File: config.mk
export PLATFORM = sky130hd
export DESIGN_NAME = adc_port_dev_flat
export DESIGN_NICKNAME = d
export VERILOG_FILES = /design/src/hw/adc_port_pkg.sv /design/src/hw/adc_link_if.sv /design/src/hw/adc_port_dev.sv /design/src/flat_wrapper.sv
export SDC_FILE = /design/constraint.sdc
export NUM_CORES = 1
export LEC_CHECK = 0
export ABC_AREA = 1
export BUFFER_PORTS_ARGS = -buffer_cell sky130_fd_sc_hd__buf_4
export CELL_PAD_IN_SITES_DETAIL_PLACEMENT = 1
export CELL_PAD_IN_SITES_GLOBAL_PLACEMENT = 1
export CORE_ASPECT_RATIO = 1.25
export CORE_MARGIN = 2
export CORE_UTILIZATION = 40
export CTS_BUF_LIST = sky130_fd_sc_hd__clkbuf_16
export CTS_CLUSTER_SIZE = 28
export DETAILED_ROUTE_END_ITERATION = 7
export HOLD_SLACK_MARGIN = 0.03
export MAX_ROUTING_LAYER = met4
export PLACE_DENSITY = 0.76
export SYNTH_ARGS = -nofsm -noshare
export SYNTH_HDL_FRONTEND = slang
export SYNTH_SLANG_ARGS = --single-unit
File: constraint.sdc
create_clock -name clock -period 2.4 [get_ports clock]
set_input_delay 0.12 -clock clock [delete_from_list [all_inputs] [get_ports clock]]
set_output_delay 0.12 -clock clock [all_outputs]
set_load 0.03 [all_outputs]
File: src/hw/adc_port_pkg.sv
// Shared constants, encodings and state types of the converter serial port
package adc_port_pkg;
   // Clock and result
   localparam int CLK_MHZ  = 20;
   localparam int RESULT_W = 12;
   localparam int CTRL_W   = 8;
   // Control byte fields
   localparam int START_BIT = 7;
   localparam int CHAN_HI   = 6;
   localparam int CHAN_LO   = 4;
   localparam int RANGE_BIT = 3;
   localparam int POL_BIT   = 2;
   localparam int PD1_BIT   = 1;
   localparam int PD0_BIT   = 0;
   localparam logic [1:0] PD_INT  = 2'h0;
   localparam logic [1:0] PD_EXT  = 2'h1;
   localparam logic [1:0] PD_STBY = 2'h2;
   localparam logic [1:0] PD_FULL = 2'h3;
   // Frame positions in serial clocks
   localparam int TRACK_FALL = 6;
   localparam int ACQ_CLKS   = 6;
   localparam int HOLD_FALL  = TRACK_FALL + ACQ_CLKS;
   localparam int MSB_FALL   = HOLD_FALL + 1;
   localparam int EXT_CLKS   = MSB_FALL + RESULT_W;
   localparam int EXT_FIRST_SAMPLE = MSB_FALL + 1;
   // Internal timing, least times rounded up
   localparam int INT_ACQ_NS  = 2000;
   localparam int CONV_NS     = 7700;
   localparam int SCLK_PW_NS  = 200;
   localparam int INT_ACQ_CYC = (INT_ACQ_NS * CLK_MHZ + 999) / 1000;
   localparam int CONV_CYC    = (CONV_NS * CLK_MHZ + 999) / 1000;
   localparam int SCLK_HALF_CYC = (SCLK_PW_NS * CLK_MHZ + 999) / 1000;
   // Pin synchroniser reset: cs_n high, sclk low, din low, shutdown_n high
   localparam logic [3:0] PIN_RST = 4'h9;
   // Controller register map (byte addresses)
   localparam logic [4:0] REG_CMD      = 5'h00;
   localparam logic [4:0] REG_CFG      = 5'h04;
   localparam logic [4:0] REG_STAT     = 5'h08;
   localparam logic [4:0] REG_DATA     = 5'h0C;
   localparam logic [4:0] REG_IRQ_STAT = 5'h10;
   localparam logic [4:0] REG_IRQ_MASK = 5'h14;
   // States
   typedef enum logic [2:0] {
      D_IDLE = 3'h0, D_CTRL = 3'h1, D_ACQ = 3'h2, D_CONV = 3'h3, D_OUT = 3'h4
   } dev_state_e;
   typedef enum logic [2:0] {
      H_IDLE = 3'h0, H_LOW = 3'h1, H_HIGH = 3'h2, H_WAIT_LO = 3'h3,
      H_WAIT_HI = 3'h4, H_END = 3'h5
   } host_state_e;
endpackage

File: src/hw/adc_link_if.sv
// Serial link between converter port and its controller
`timescale 1ns/1ps
interface adc_link_if;
   logic cs_n;
   logic sclk;
   logic din;
   logic shutdown_n;
   logic dout;
   logic dout_oe;
   logic strobe;
   logic strobe_oe;
   logic dout_w;
   logic strobe_w;

   // Undriven lines read low, as with a weak pull-down
   assign dout_w   = dout_oe & dout;
   assign strobe_w = strobe_oe & strobe;

   modport dev (input cs_n, sclk, din, shutdown_n,
                output dout, dout_oe, strobe, strobe_oe);
   modport host (output cs_n, sclk, din, shutdown_n,
                 input dout_w, strobe_w);
endinterface // adc_link_if

File: src/hw/adc_port_dev.sv
// Converter end of the serial port: control byte, timing, result shift
//
// Register access over Avalon-MM and the register offsets were decided locally.
`timescale 1ns/1ps

// Functional notes
// - Input ignored unless chip select low
// - Data output released while chip select high
// - Data input sampled on serial clock rise
// - Output bits change on serial clock fall; internal mode puts the MSB out at conversion end
// - External mode: conversion paced by serial clock
// - Internal mode: strobe low after fall eight
// - External mode: one-period strobe before MSB
// - External mode: strobe driven only during select
// - Internal mode: host waits for strobe rise
// - Shutdown low holds full power-down
// - External acquisition and conversion scale with clock
// - First one after select is start bit
// - Byte: start, channel, range, polarity, mode
// - Mode codes: int, ext, standby, full down
// - Track from fall six for six clocks; internal mode tracks to fall eight, then ACQ_CYC clock cycles
module adc_port_dev #(
   parameter int ACQ_CYC = adc_port_pkg::INT_ACQ_CYC,
   parameter int CNV_CYC = adc_port_pkg::CONV_CYC
) (
   // Clock and reset
   input  wire logic                  clock,
   input  wire logic                  rstn,
   // Serial link
   adc_link_if.dev                    link,
   // Sampled analog value, caught at the start of hold
   input  wire logic [11:0]           sample_data,
   // Status towards the analog side
   output logic      [2:0]            channel_select,
   output logic                       range_select,
   output logic                       polarity_select,
   output logic                       ext_clock_mode,
   output logic                       tracking,
   output logic                       converting,
   output logic                       standby_power_down,
   output logic                       full_power_down
);
   localparam int TW = 9;
   initial begin
      if (ACQ_CYC < 1 || CNV_CYC < 1 || ACQ_CYC + CNV_CYC >= (1 << TW)) begin
         $error("adc_port_dev: timer counts out of range");
      end
   end

   localparam logic [4:0] F_TRACK = 5'(adc_port_pkg::TRACK_FALL);
   localparam logic [4:0] F_CTRL  = 5'(adc_port_pkg::CTRL_W);
   localparam logic [4:0] F_HOLD  = 5'(adc_port_pkg::HOLD_FALL);
   localparam logic [4:0] F_MSB   = 5'(adc_port_pkg::MSB_FALL);
   localparam logic [3:0] N_LAST  = 4'(adc_port_pkg::CTRL_W - 1);
   localparam logic [3:0] N_RES   = 4'(adc_port_pkg::RESULT_W);
   localparam logic [TW-1:0] T_ALL  = TW'(ACQ_CYC + CNV_CYC);
   localparam logic [TW-1:0] T_CONV = TW'(CNV_CYC);
   localparam logic [TW-1:0] T_ONE  = TW'(1);

   // Pin synchronisers: stage one feeds stage two only
   logic [3:0] meta_q;
   logic [3:0] sync_q;
   logic       sclk_q;
   wire  [3:0] pins = {link.cs_n, link.sclk, link.din, link.shutdown_n};

   always_ff @(posedge clock or negedge rstn) begin
      if (!rstn) begin
         meta_q <= adc_port_pkg::PIN_RST;
         sync_q <= adc_port_pkg::PIN_RST;
         sclk_q <= 1'b0;
      end else begin
         meta_q <= pins;
         sync_q <= meta_q;
         sclk_q <= sync_q[2];
      end
   end

   wire cs_n_s = sync_q[3];
   wire sclk_s = sync_q[2];
   wire din_s  = sync_q[1];
   wire shutdown_n_s = sync_q[0];
   wire rise   = sclk_s & ~sclk_q;
   wire fall   = ~sclk_s & sclk_q;
   wire active = ~cs_n_s & shutdown_n_s;

   adc_port_pkg::dev_state_e st_q;
   logic [7:0]    ctl_q;
   logic [3:0]    cnt_q;
   logic [4:0]    fall_q;
   logic [TW-1:0] timer_q;
   logic [11:0]   res_q;
   logic [3:0]    out_q;
   logic          dout_q;
   logic          strobe_q;
   logic          ext_q;
   logic          stby_q;
   logic          fpd_q;
   logic [2:0]    chan_q;
   logic          rng_q;
   logic          pol_q;

   // Decode of the frame position
   wire       in_ctrl    = st_q == adc_port_pkg::D_CTRL;
   wire       in_acq     = st_q == adc_port_pkg::D_ACQ;
   wire       in_conv    = st_q == adc_port_pkg::D_CONV;
   wire       in_out     = st_q == adc_port_pkg::D_OUT;
   wire       start_seen = (st_q == adc_port_pkg::D_IDLE) & rise & din_s;
   wire [7:0] new_byte   = {ctl_q[6:0], din_s};
   wire       byte_done  = in_ctrl & rise & (cnt_q == N_LAST);
   wire       pd_req     = new_byte[adc_port_pkg::PD1_BIT];
   wire       ext_req    = new_byte[adc_port_pkg::PD0_BIT];
   wire [4:0] fall_nx    = fall_q + 5'h01;
   wire       fall_cnt   = fall & (in_ctrl | in_acq |
                           (in_conv & (fall_q < F_CTRL)));
   wire       timing     = in_conv & (fall_q == F_CTRL);
   wire       int_acq    = timing & (timer_q > T_CONV);
   wire       hold_now   = (in_acq & fall & (fall_nx == F_HOLD)) |
                           (timing & (timer_q == T_CONV));
   wire       msb_now    = (in_acq & fall & (fall_nx == F_MSB)) |
                           (timing & (timer_q == T_ONE));

   // Counters of the control byte and of falling edges
   always_ff @(posedge clock or negedge rstn) begin
      if (!rstn) begin
         ctl_q  <= 8'h00;
         cnt_q  <= 4'h0;
         fall_q <= 5'h00;
      end else if (!active) begin
         cnt_q  <= 4'h0;
         fall_q <= 5'h00;
      end else if (start_seen) begin
         ctl_q  <= 8'h01;
         cnt_q  <= 4'h1;
         fall_q <= 5'h00;
      end else begin
         if (in_ctrl & rise) begin
            ctl_q <= new_byte;
            cnt_q <= cnt_q + 4'h1;
         end
         if (fall_cnt) begin
            fall_q <= fall_nx;
         end
      end
   end

   // Frame sequencing
   always_ff @(posedge clock or negedge rstn) begin
      if (!rstn) begin
         st_q <= adc_port_pkg::D_IDLE;
      end else if (!active) begin
         st_q <= adc_port_pkg::D_IDLE;
      end else begin
         case (st_q)
            adc_port_pkg::D_IDLE: begin
               if (start_seen) begin
                  st_q <= adc_port_pkg::D_CTRL;
               end
            end
            adc_port_pkg::D_CTRL: begin
               if (byte_done) begin
                  st_q <= pd_req ? adc_port_pkg::D_IDLE :
                          ext_req ? adc_port_pkg::D_ACQ :
                          adc_port_pkg::D_CONV;
               end
            end
            adc_port_pkg::D_ACQ,
            adc_port_pkg::D_CONV: begin
               if (msb_now) begin
                  st_q <= adc_port_pkg::D_OUT;
               end
            end
            adc_port_pkg::D_OUT: begin
               if (fall & (out_q == N_RES)) begin
                  st_q <= adc_port_pkg::D_IDLE;
               end
            end
            default: st_q <= adc_port_pkg::D_IDLE;
         endcase
      end
   end

   // Internal conversion timer; stops whenever the frame is dropped
   always_ff @(posedge clock or negedge rstn) begin
      if (!rstn) begin
         timer_q <= '0;
      end else if (in_conv & fall & (fall_nx == F_CTRL)) begin
         timer_q <= T_ALL;
      end else if (timing & (timer_q != '0)) begin
         timer_q <= timer_q - T_ONE;
      end
   end

   // Strobe, result capture and output shifting
   always_ff @(posedge clock or negedge rstn) begin
      if (!rstn) begin
         strobe_q <= 1'b1;
         dout_q   <= 1'b0;
         res_q    <= 12'h000;
         out_q    <= 4'h0;
      end else if (!active) begin
         strobe_q <= ~ext_q;
         dout_q   <= 1'b0;
      end else begin
         // An idle strobe left high by internal mode must not run into the pulse
         if (byte_done & ext_req & ~pd_req) begin
            strobe_q <= 1'b0;
         end
         if (in_conv & fall & (fall_nx == F_CTRL)) begin
            strobe_q <= 1'b0;
         end
         if (hold_now) begin
            res_q <= sample_data;
            if (in_acq) begin
               strobe_q <= 1'b1;
            end
         end else if (msb_now) begin
            strobe_q <= ~in_acq;
            dout_q   <= res_q[11];
            res_q    <= {res_q[10:0], 1'b0};
            out_q    <= 4'h1;
         end else if (in_out & fall) begin
            dout_q <= (out_q == N_RES) ? 1'b0 : res_q[11];
            res_q  <= {res_q[10:0], 1'b0};
            out_q  <= out_q + 4'h1;
         end
      end
   end

   // Mode and channel settings from each finished control byte
   always_ff @(posedge clock or negedge rstn) begin
      if (!rstn) begin
         ext_q  <= 1'b0;
         stby_q <= 1'b0;
         fpd_q  <= 1'b0;
         chan_q <= 3'h0;
         rng_q  <= 1'b0;
         pol_q  <= 1'b0;
      end else if (active & byte_done) begin
         chan_q <= new_byte[adc_port_pkg::CHAN_HI:adc_port_pkg::CHAN_LO];
         rng_q  <= new_byte[adc_port_pkg::RANGE_BIT];
         pol_q  <= new_byte[adc_port_pkg::POL_BIT];
         stby_q <= pd_req & ~ext_req;
         fpd_q  <= pd_req & ext_req;
         if (!pd_req) begin
            ext_q <= ext_req;
         end
      end
   end

   // Pin drivers follow the synchronised select
   assign link.dout      = dout_q;
   assign link.dout_oe   = ~cs_n_s;
   assign link.strobe    = strobe_q;
   assign link.strobe_oe = ~ext_q | ~cs_n_s;

   assign channel_select     = chan_q;
   assign range_select       = rng_q;
   assign polarity_select    = pol_q;
   assign ext_clock_mode     = ext_q;
   assign tracking           = (in_ctrl & (fall_q >= F_TRACK)) |
                               (in_acq & (fall_q < F_HOLD)) |
                               (in_conv & ~timing) | int_acq;
   assign converting         = (in_acq & (fall_q >= F_HOLD)) |
                               (timing & ~int_acq) |
                               (in_out & ext_q & (out_q < N_RES));
   assign standby_power_down = stby_q;
   assign full_power_down    = fpd_q | ~shutdown_n_s;
endmodule // adc_port_dev

File: src/flat_wrapper.sv
// flat-port wrapper written by rule: the top's interface ports become plain ports
module adc_port_dev_flat 
#(
   parameter int ACQ_CYC = adc_port_pkg::INT_ACQ_CYC,
   parameter int CNV_CYC = adc_port_pkg::CONV_CYC
)
  (clock, rstn, sample_data, channel_select, range_select, polarity_select, ext_clock_mode, tracking, converting, standby_power_down, full_power_down, link_cs_n, link_sclk, link_din, link_shutdown_n, link_dout, link_dout_oe, link_strobe, link_strobe_oe);
  adc_link_if link_i ();
  input  wire logic clock;
  input  wire logic rstn;
  input  wire logic [11:0] sample_data;
  output logic      [2:0] channel_select;
  output logic range_select;
  output logic polarity_select;
  output logic ext_clock_mode;
  output logic tracking;
  output logic converting;
  output logic standby_power_down;
  output logic full_power_down;
  input wire logic [$bits(link_i.cs_n)-1:0] link_cs_n;
  input wire logic [$bits(link_i.sclk)-1:0] link_sclk;
  input wire logic [$bits(link_i.din)-1:0] link_din;
  input wire logic [$bits(link_i.shutdown_n)-1:0] link_shutdown_n;
  output wire logic [$bits(link_i.dout)-1:0] link_dout;
  output wire logic [$bits(link_i.dout_oe)-1:0] link_dout_oe;
  output wire logic [$bits(link_i.strobe)-1:0] link_strobe;
  output wire logic [$bits(link_i.strobe_oe)-1:0] link_strobe_oe;
  assign link_i.cs_n = link_cs_n;
  assign link_i.sclk = link_sclk;
  assign link_i.din = link_din;
  assign link_i.shutdown_n = link_shutdown_n;
  assign link_dout = link_i.dout;
  assign link_dout_oe = link_i.dout_oe;
  assign link_strobe = link_i.strobe;
  assign link_strobe_oe = link_i.strobe_oe;
  adc_port_dev #(.ACQ_CYC(ACQ_CYC), .CNV_CYC(CNV_CYC)) u_core (.clock(clock), .rstn(rstn), .link(link_i), .sample_data(sample_data), .channel_select(channel_select), .range_select(range_select), .polarity_select(polarity_select), .ext_clock_mode(ext_clock_mode), .tracking(tracking), .converting(converting), .standby_power_down(standby_power_down), .full_power_down(full_power_down));
endmodule
==> results of run 1 <==
## worst max-delay path, stage by stage, from the launching register on
cell     delay (ns)
dfrtp_1        0.41
inv_1          0.14
ha_1           0.24
nand3_1        0.09
nor2_1         0.06
or2_2          0.30
o21ai_0        0.26
buf_4          0.22
## cell usage in the layout (no fill, tap or decap)
cell	count
nand2_1	121
dfrtp_1	57
nand3_1	50
inv_1	47
buf_4	38
nor2_1	32
o21ai_1	15
o21ai_0	12
nand4_1	11
ha_1	10
inv_2	9
a21oi_1	9
o22ai_1	9
clkbuf_16	9
nor3_1	6
dlygate4sd3_1	6
nand2_2	5
nor2_2	5
dfstp_2	5
nor2_4	4
o31ai_1	4
nand3_2	3
inv_6	3
nand2_4	2
clkinv_1	2
o211ai_1	2
or2_2	1
a221oi_1	1
a21oi_2	1
xnor2_1	1
and3_1	1
a21boi_1	1
o21bai_2	1
a21oi_4	1
xor2_1	1
clkinv_2	1
clkinv_4	1
clkinvlp_4	1
bufinv_16	1
## kinds of logic (layout without fill, tap and decap cells)
family	Yosys count	in the layout	synth area share, %
XOR/XNOR	2	2	0.5137
AND/OR/NAND/NOR	241	241	32.14
flip-flops	62	62	45.67
AO/OA/AOI/OAI	56	56	9.795
buffers and inverters	67	118	8.217
adder cells (fa/ha/maj)	10	10	3.668
## area by class of cell
type | instances | area, um2
Fill cell | 1038 | 4123
Multi-Input combinational cell | 309 | 1573
Sequential cell | 62 | 1558
Timing Repair Buffer | 44 | 345.3
Clock buffer | 9 | 225.2
Inverter | 58 | 217.7
Tap cell | 97 | 121.4
Clock inverter | 7 | 77.57
## power groups by stage
stage | Sequential (uW) | Combinational [uW] | Clock (uW)
finish | 1080 | 115 | 1330
global route | 1080 | 129 | 1400
CTS | 1080 | 117 | 1350
detailed placement | 1100 | 106 | 0
global placement | 1100 | 105 | 0
floorplan | 1090 | 44.7 | 0
## worst max path at each step
stage / startpoint / to / slack [ns] / cells past startpoint
2_1_floorplan: u_core.timer_q[0] / tracking / 0.51 / 6
3_3_place_gp: u_core.fall_q[0] / u_core.res_q[9] / 0.39 / 11
3_5_place_dp: u_core.fall_q[0] / u_core.res_q[9] / 0.35 / 11
4_1_cts: u_core.timer_q[0] / tracking / 0.21 / 7
5_1_grt: u_core.fall_q[1] / u_core.res_q[7] / 0.08 / 11
6_report: u_core.timer_q[0] / tracking / 0.23 / 7
## registers in the layout, indices dropped and copies added, names as in the netlist
name and flops:
u_core.channel_select 3, u_core.cnt_q 4, u_core.ctl_q 6, u_core.ext_clock_mode 1, u_core.fall_q 5, u_core.fpd_q 1
u_core.link.dout 1, u_core.link.strobe 1, u_core.meta_q 4, u_core.out_q 4, u_core.polarity_select 1, u_core.range_select 1
u_core.res_q 12, u_core.sclk_q 1, u_core.st_q 3, u_core.standby_power_down 1, u_core.sync_q 4, u_core.timer_q 9
## layer usage
layer	wire length, um	part of all wire (%)	vias to the layer above
li1	-	-	1514
met1	3839	43	1507
met2	4812	53	36
met3	213	2.4	15
met4	138	1.5	0
met5	0	0	-
## cell usage after synthesis (6+ instances only)
| cell type | n | area, um2 |
|---|---|---|
| nand3_1 | 50 | 250.2 |
| inv_2 | 9 | 33.78 |
| nor2_1 | 32 | 120.1 |
| inv_1 | 47 | 176.4 |
| o21ai_1 | 15 | 75.07 |
| nand4_1 | 11 | 68.82 |
| ha_1 | 10 | 125.1 |
| nand2_1 | 121 | 454.2 |
| o22ai_1 | 9 | 56.30 |
| nor3_1 | 6 | 30.03 |
| dfrtp_1 | 57 | 1426 |
| a21oi_1 | 9 | 45.04 |
| o21ai_0 | 12 | 60.06 |
## stage by stage
stage,power [uW],util [%],instance area [um2],setup WS (ns),hold slack [ns]
2_1_floorplan,1137,-,3411,0.5065,-0.1756
3_3_place_gp,1201,45.57,3755,0.3863,0.2284
3_5_place_dp,1203,45.57,3755,0.3519,0.2293
4_1_cts,2547,49.97,4118,0.2098,0.1064
5_1_grt,2608,49.97,4118,0.08424,0.1395
6_report,2518,49.97,4118,0.2273,0.1040
==> reports/qor.yml, run 1 <==
critical_path:
  worstSetupStartpointType: "flip-flop"
  cp.arrival_ns: 2.05
  r2r_end: "u_core.res_q[2]"
  critPathCaptureType: "primary output"
  rr_worst_depth: 11
  critPathMaxFanout: 5
  cp.required_ns: 2.28
  r2r-start: "u_core.fall_q[0]"
  reg2reg_setup_slack_ns: 0.34
  worstSetupPathType: "flip-flop to primary output"
synthesis:
  syn-mean-instance-area_um2: 7.787
  synth_nets: 466
  synth_warnings: 0
  synth_area_mm2: 0.003411
  synth_edf_count: 0
  ys_seq_area_share_pct: 45.67
  synth.distinct_cells: 34
  synth_cells: 438
  ys_seq_elements: 62
  synthFlopType: "dfrtp_1"
  ys_async_sr_fraction_pct: 100.0
power_and_ir_drop:
  power.density_mw_per_mm2: 611.5
  leakagePower_uw: 0.002036
  p_clk_share_pct: 52.6
  p_int_uw: 1920
  p_seq_share_pct: 42.8
  switching_share_pct: 23.76
  comb_power_share_pct: 4.5
  ir_worst_vdd_mv: 0.3313
  p_sw_uw: 598.3
cells_and_area:
  antennaDiodeCount: 0
  drive_gt1_share_pct: 18.61
  area_growth_pct: 20.73
  nets: 512
  final-instance-count-excl-fill: 586
clock_network:
  post_cts_buffers: 0
  cts_tree: "done"
  cts_buffers: 9
  ctsResizeCount: 0
  cts_sinks: 62
  clockBufferDepth: 2
  h-tree-depth: 3
  ctsHoldBuffers: 6
  cts-root-buf: "clkbuf_16"
  clk_pin_slew_ns: 0.06
  worst_skew_pair.late_latency_ns: 0.33
floorplan:
  die_h_um: 107.2
  die_area_mm2: 0.009286
  start_util_pct: 41.39
  fp.dieW_um: 86.59
  io_pins: 32
  num_rows: 37
  core_region_area_mm2: 0.008240
detailed_routing:
  dr.pass1.iters: 4
  ant_nets: 0
  drc_errors: 0
  avgRoutedWirePerCell_um: 15.36
  wirelength_um: 9003
  dr.first_iter.drc_count: 89
  vias: 3072
  avgViaCountPerCell: 5.242
sta:
  min_period_over_period_pct: 90.53
  fin_tns_setup_ns: 0
  hold_viol: 0
  setup_violations: 0
  finalClockSkew_ns: 0.006787
  rsz0062_at_grt: "no"
  worst_slew_pin_slew_ns: 0.8087
  clock.fmax_ghz: 0.4603
  slew_headroom_pct: 46.09
  min_period_ns: 2.173
  slew_violations: 0
global_routing:
  grt_pass1_vias: 3359
  use_met1_pct: 24.89
  antenna_found_initial: 0
  grt-busiest-layer: "met2"
  grtUsageTotal_pct: 22.15
  use_met3_pct: 4.003
  grt-ovfl-total: 0
  grt_max_degree: 63
  grt_pass1_wl_um: 15760
  use_met2_pct: 39.56
hold_path:
  hold_path_class: "input port to flip-flop"
  whs_path_depth: 5
  hold_start: "sample_data[1]"
  holdPathEnd: "u_core.res_q[1]"
run:
  maxCapViolCount: 0
placement:
  gp_congestion: 0.8415
  port_buffers: 31
  dp.cells: 564
  dp_hpwl_um: 6393
outcome:
  outcome: "complete, no violations"
(Power assumes the default switching activity.)
==> run 2, diff against run 1 <==
- BUFFER_PORTS_ARGS: -buffer_cell sky130_fd_sc_hd__buf_4 -> default
- DONT_BUFFER_PORTS: default -> 1
- PLACE_DENSITY: 0.76 -> 0.72
==> run 2 against run 1 <==
Cell area fell by 4.3%; critical path depth unchanged; clock power grew 8%; non-clock buffer count down 31; critical endpoint unchanged.
==> reports/qor.yml, run 2 (synthesized netlist as in run 1, its figures left out) <==
clock_network:
  clk_pin_slew_ns: 0.06
  cts_buffers: 9
  cts_tree: "done"
  clockBufferDepth: 2
  cts-root-buf: "clkbuf_16"
  cts_sinks: 62
  worst_skew_pair.late_latency_ns: 0.33
  h-tree-depth: 3
detailed_routing:
  avgViaCountPerCell: 5.341
  dr.pass1.iters: 4
  vias: 2964
  drc_errors: 0
  dr.first_iter.drc_count: 63
  avgRoutedWirePerCell_um: 15.76
  wirelength_um: 8747
  ant_nets: 0
critical_path:
  cp.required_ns: 2.28
  critPathCaptureType: "primary output"
  slowest_delay_ns: 0.40
  crit_chain: "inv_1, ha_1, nand3_1, nor2_1, or2_2, o21ai_0, buf_4"
  cp_slowest_cell: "dfrtp_1"
  worstSetupStartpointType: "flip-flop"
  critPathMaxFanout: 5
  worstSetupPathType: "flip-flop to primary output"
  cp.arrival_ns: 2.08
global_routing:
  grt-busiest-layer: "met2"
  grt_max_degree: 63
  grt_pass1_wl_um: 15010
  use_met1_pct: 23.98
  grtUsageTotal_pct: 21.14
  grt-ovfl-total: 0
  use_met2_pct: 36.76
  use_met3_pct: 4.465
  antenna_found_initial: 0
  grt_pass1_vias: 3230
power_and_ir_drop:
  leakagePower_uw: 0.001901
  p_seq_share_pct: 41.2
  p_int_uw: 2013
  switching_share_pct: 23.07
  comb_power_share_pct: 3.6
  ir_worst_vdd_mv: 0.3202
  power.density_mw_per_mm2: 663.7
  p_clk_share_pct: 55.2
  p_sw_uw: 603.6
sta:
  min_period_over_period_pct: 91.52
  worst_slew_pin_slew_ns: 0.4617
  setup_violations: 0
  min_period_ns: 2.196
  rsz0062_at_grt: "no"
  hold_viol: 0
  hold_ws_ns: 0.03304
  slew_headroom_pct: 69.22
  slew_violations: 0
  clock.fmax_ghz: 0.4553
  finalClockSkew_ns: 0.007731
  fin_tns_setup_ns: 0
placement:
  dp_hpwl_um: 6293
  port_buffers: 0
  gp_congestion: 0.8140
floorplan:
  num_rows: 37
  core_region_area_mm2: 0.008240
  io_pins: 32
  die_area_mm2: 0.009286
  start_util_pct: 41.39
  fp.dieW_um: 86.59
  die_h_um: 107.2
cells_and_area:
  seqCellArea_mm2: 0.001558
  multiInputGateArea_mm2: 0.001580
  largest-register: "u_core.res_q"
  antennaDiodeCount: 0
  nFillCells: 1028
  final_common_cell: "nand2_1"
  area_growth_pct: 15.59
  nets: 481
  drive_gt1_share_pct: 12.66
  final_cell_mix: "121 x nand2_1, 57 x dfrtp_1, 50 x nand3_1"
  reg_top3: "u_core.res_q (12), u_core.timer_q (9), u_core.ctl_q (6)"
  largest_register_ff_count: 12
hold_path:
  hold_path_class: "input port to flip-flop"
outcome:
  outcome: "complete, no violations"
run:
  maxCapViolCount: 0
[run 2: area by class of cell]
class	count	share of cell area, %
Clock buffer	9	5.712
Clock inverter	7	2.602
Inverter	58	5.522
Multi-Input combinational cell	309	40.08
Sequential cell	62	39.51
Tap cell	97	3.078
Timing Repair Buffer	13	3.491
[run 2: final timing paths]
| kind | startpoint | to | slack, ns | cells past startpoint |
|---|---|---|---|---|
| worst max-delay path | u_core.timer_q[0] | tracking | 0.20 | 7 |
| min in group asynchronous | rstn | u_core.cnt_q[3] | 0.30 | 2 |
| worst max register to register | u_core.fall_q[1] | u_core.res_q[1] | 0.32 | 9 |
| max in group asynchronous | rstn | u_core.sync_q[3] | 1.76 | 2 |
| worst min-delay path | sample_data[8] | u_core.res_q[8] | 0.03 | 4 |
| worst min register to register | u_core.meta_q[2] | u_core.sync_q[2] | 0.35 | 0 |
[run 2: per-stage QoR]
step / total power [uW] / cell area, um2 / cells / utilization (%) / setup slack [ns]
finish: 2617 / 3943 / 555 / 47.84 / 0.2035
global route: 2705 / 3943 / 555 / 47.84 / 0.1078
CTS: 2639 / 3935 / 555 / 47.75 / 0.1835
detailed placement: 1154 / 3500 / 530 / 42.47 / 0.1908
global placement: 1153 / 3500 / 530 / 42.47 / 0.3141
floorplan: 1137 / 3411 / 438 / - / 0.5065
[run 2: worst max-delay path: cells and delay by family, from the launching register on]
kind	cells	cell delay [ns]
AOI/OAI and AO/OA	1	0.29
adders and majority gates	1	0.23
DFF	1	0.40
buffers and inverters	2	0.35
and+or+nand+nor	3	0.48
[run 2: what timing repair did]
item,4_1_cts,5_1_grt
gates resized for setup,0,1
endpoints found under the hold margin,69,0
setup buffers,0,0
endpoints found under the setup margin,0,5
hold buffers,9,0
[run 2: power groups by stage]
stage	logic [uW]	clock network, uW	registers (uW)
floorplan	44.7	0	1090
global placement	56.4	0	1100
detailed placement	57.5	0	1100
CTS	96.9	1460	1080
global route	107	1520	1080
finish	94.6	1440	1080
[run 2: routing by layer]
layer	part of all wire (%)	wire length (um)	vias to the layer above
met5	0	0	-
met3	2.9	255	18
met4	1.7	147	0
met2	52	4557	42
met1	43	3786	1450
li1	-	-	1454
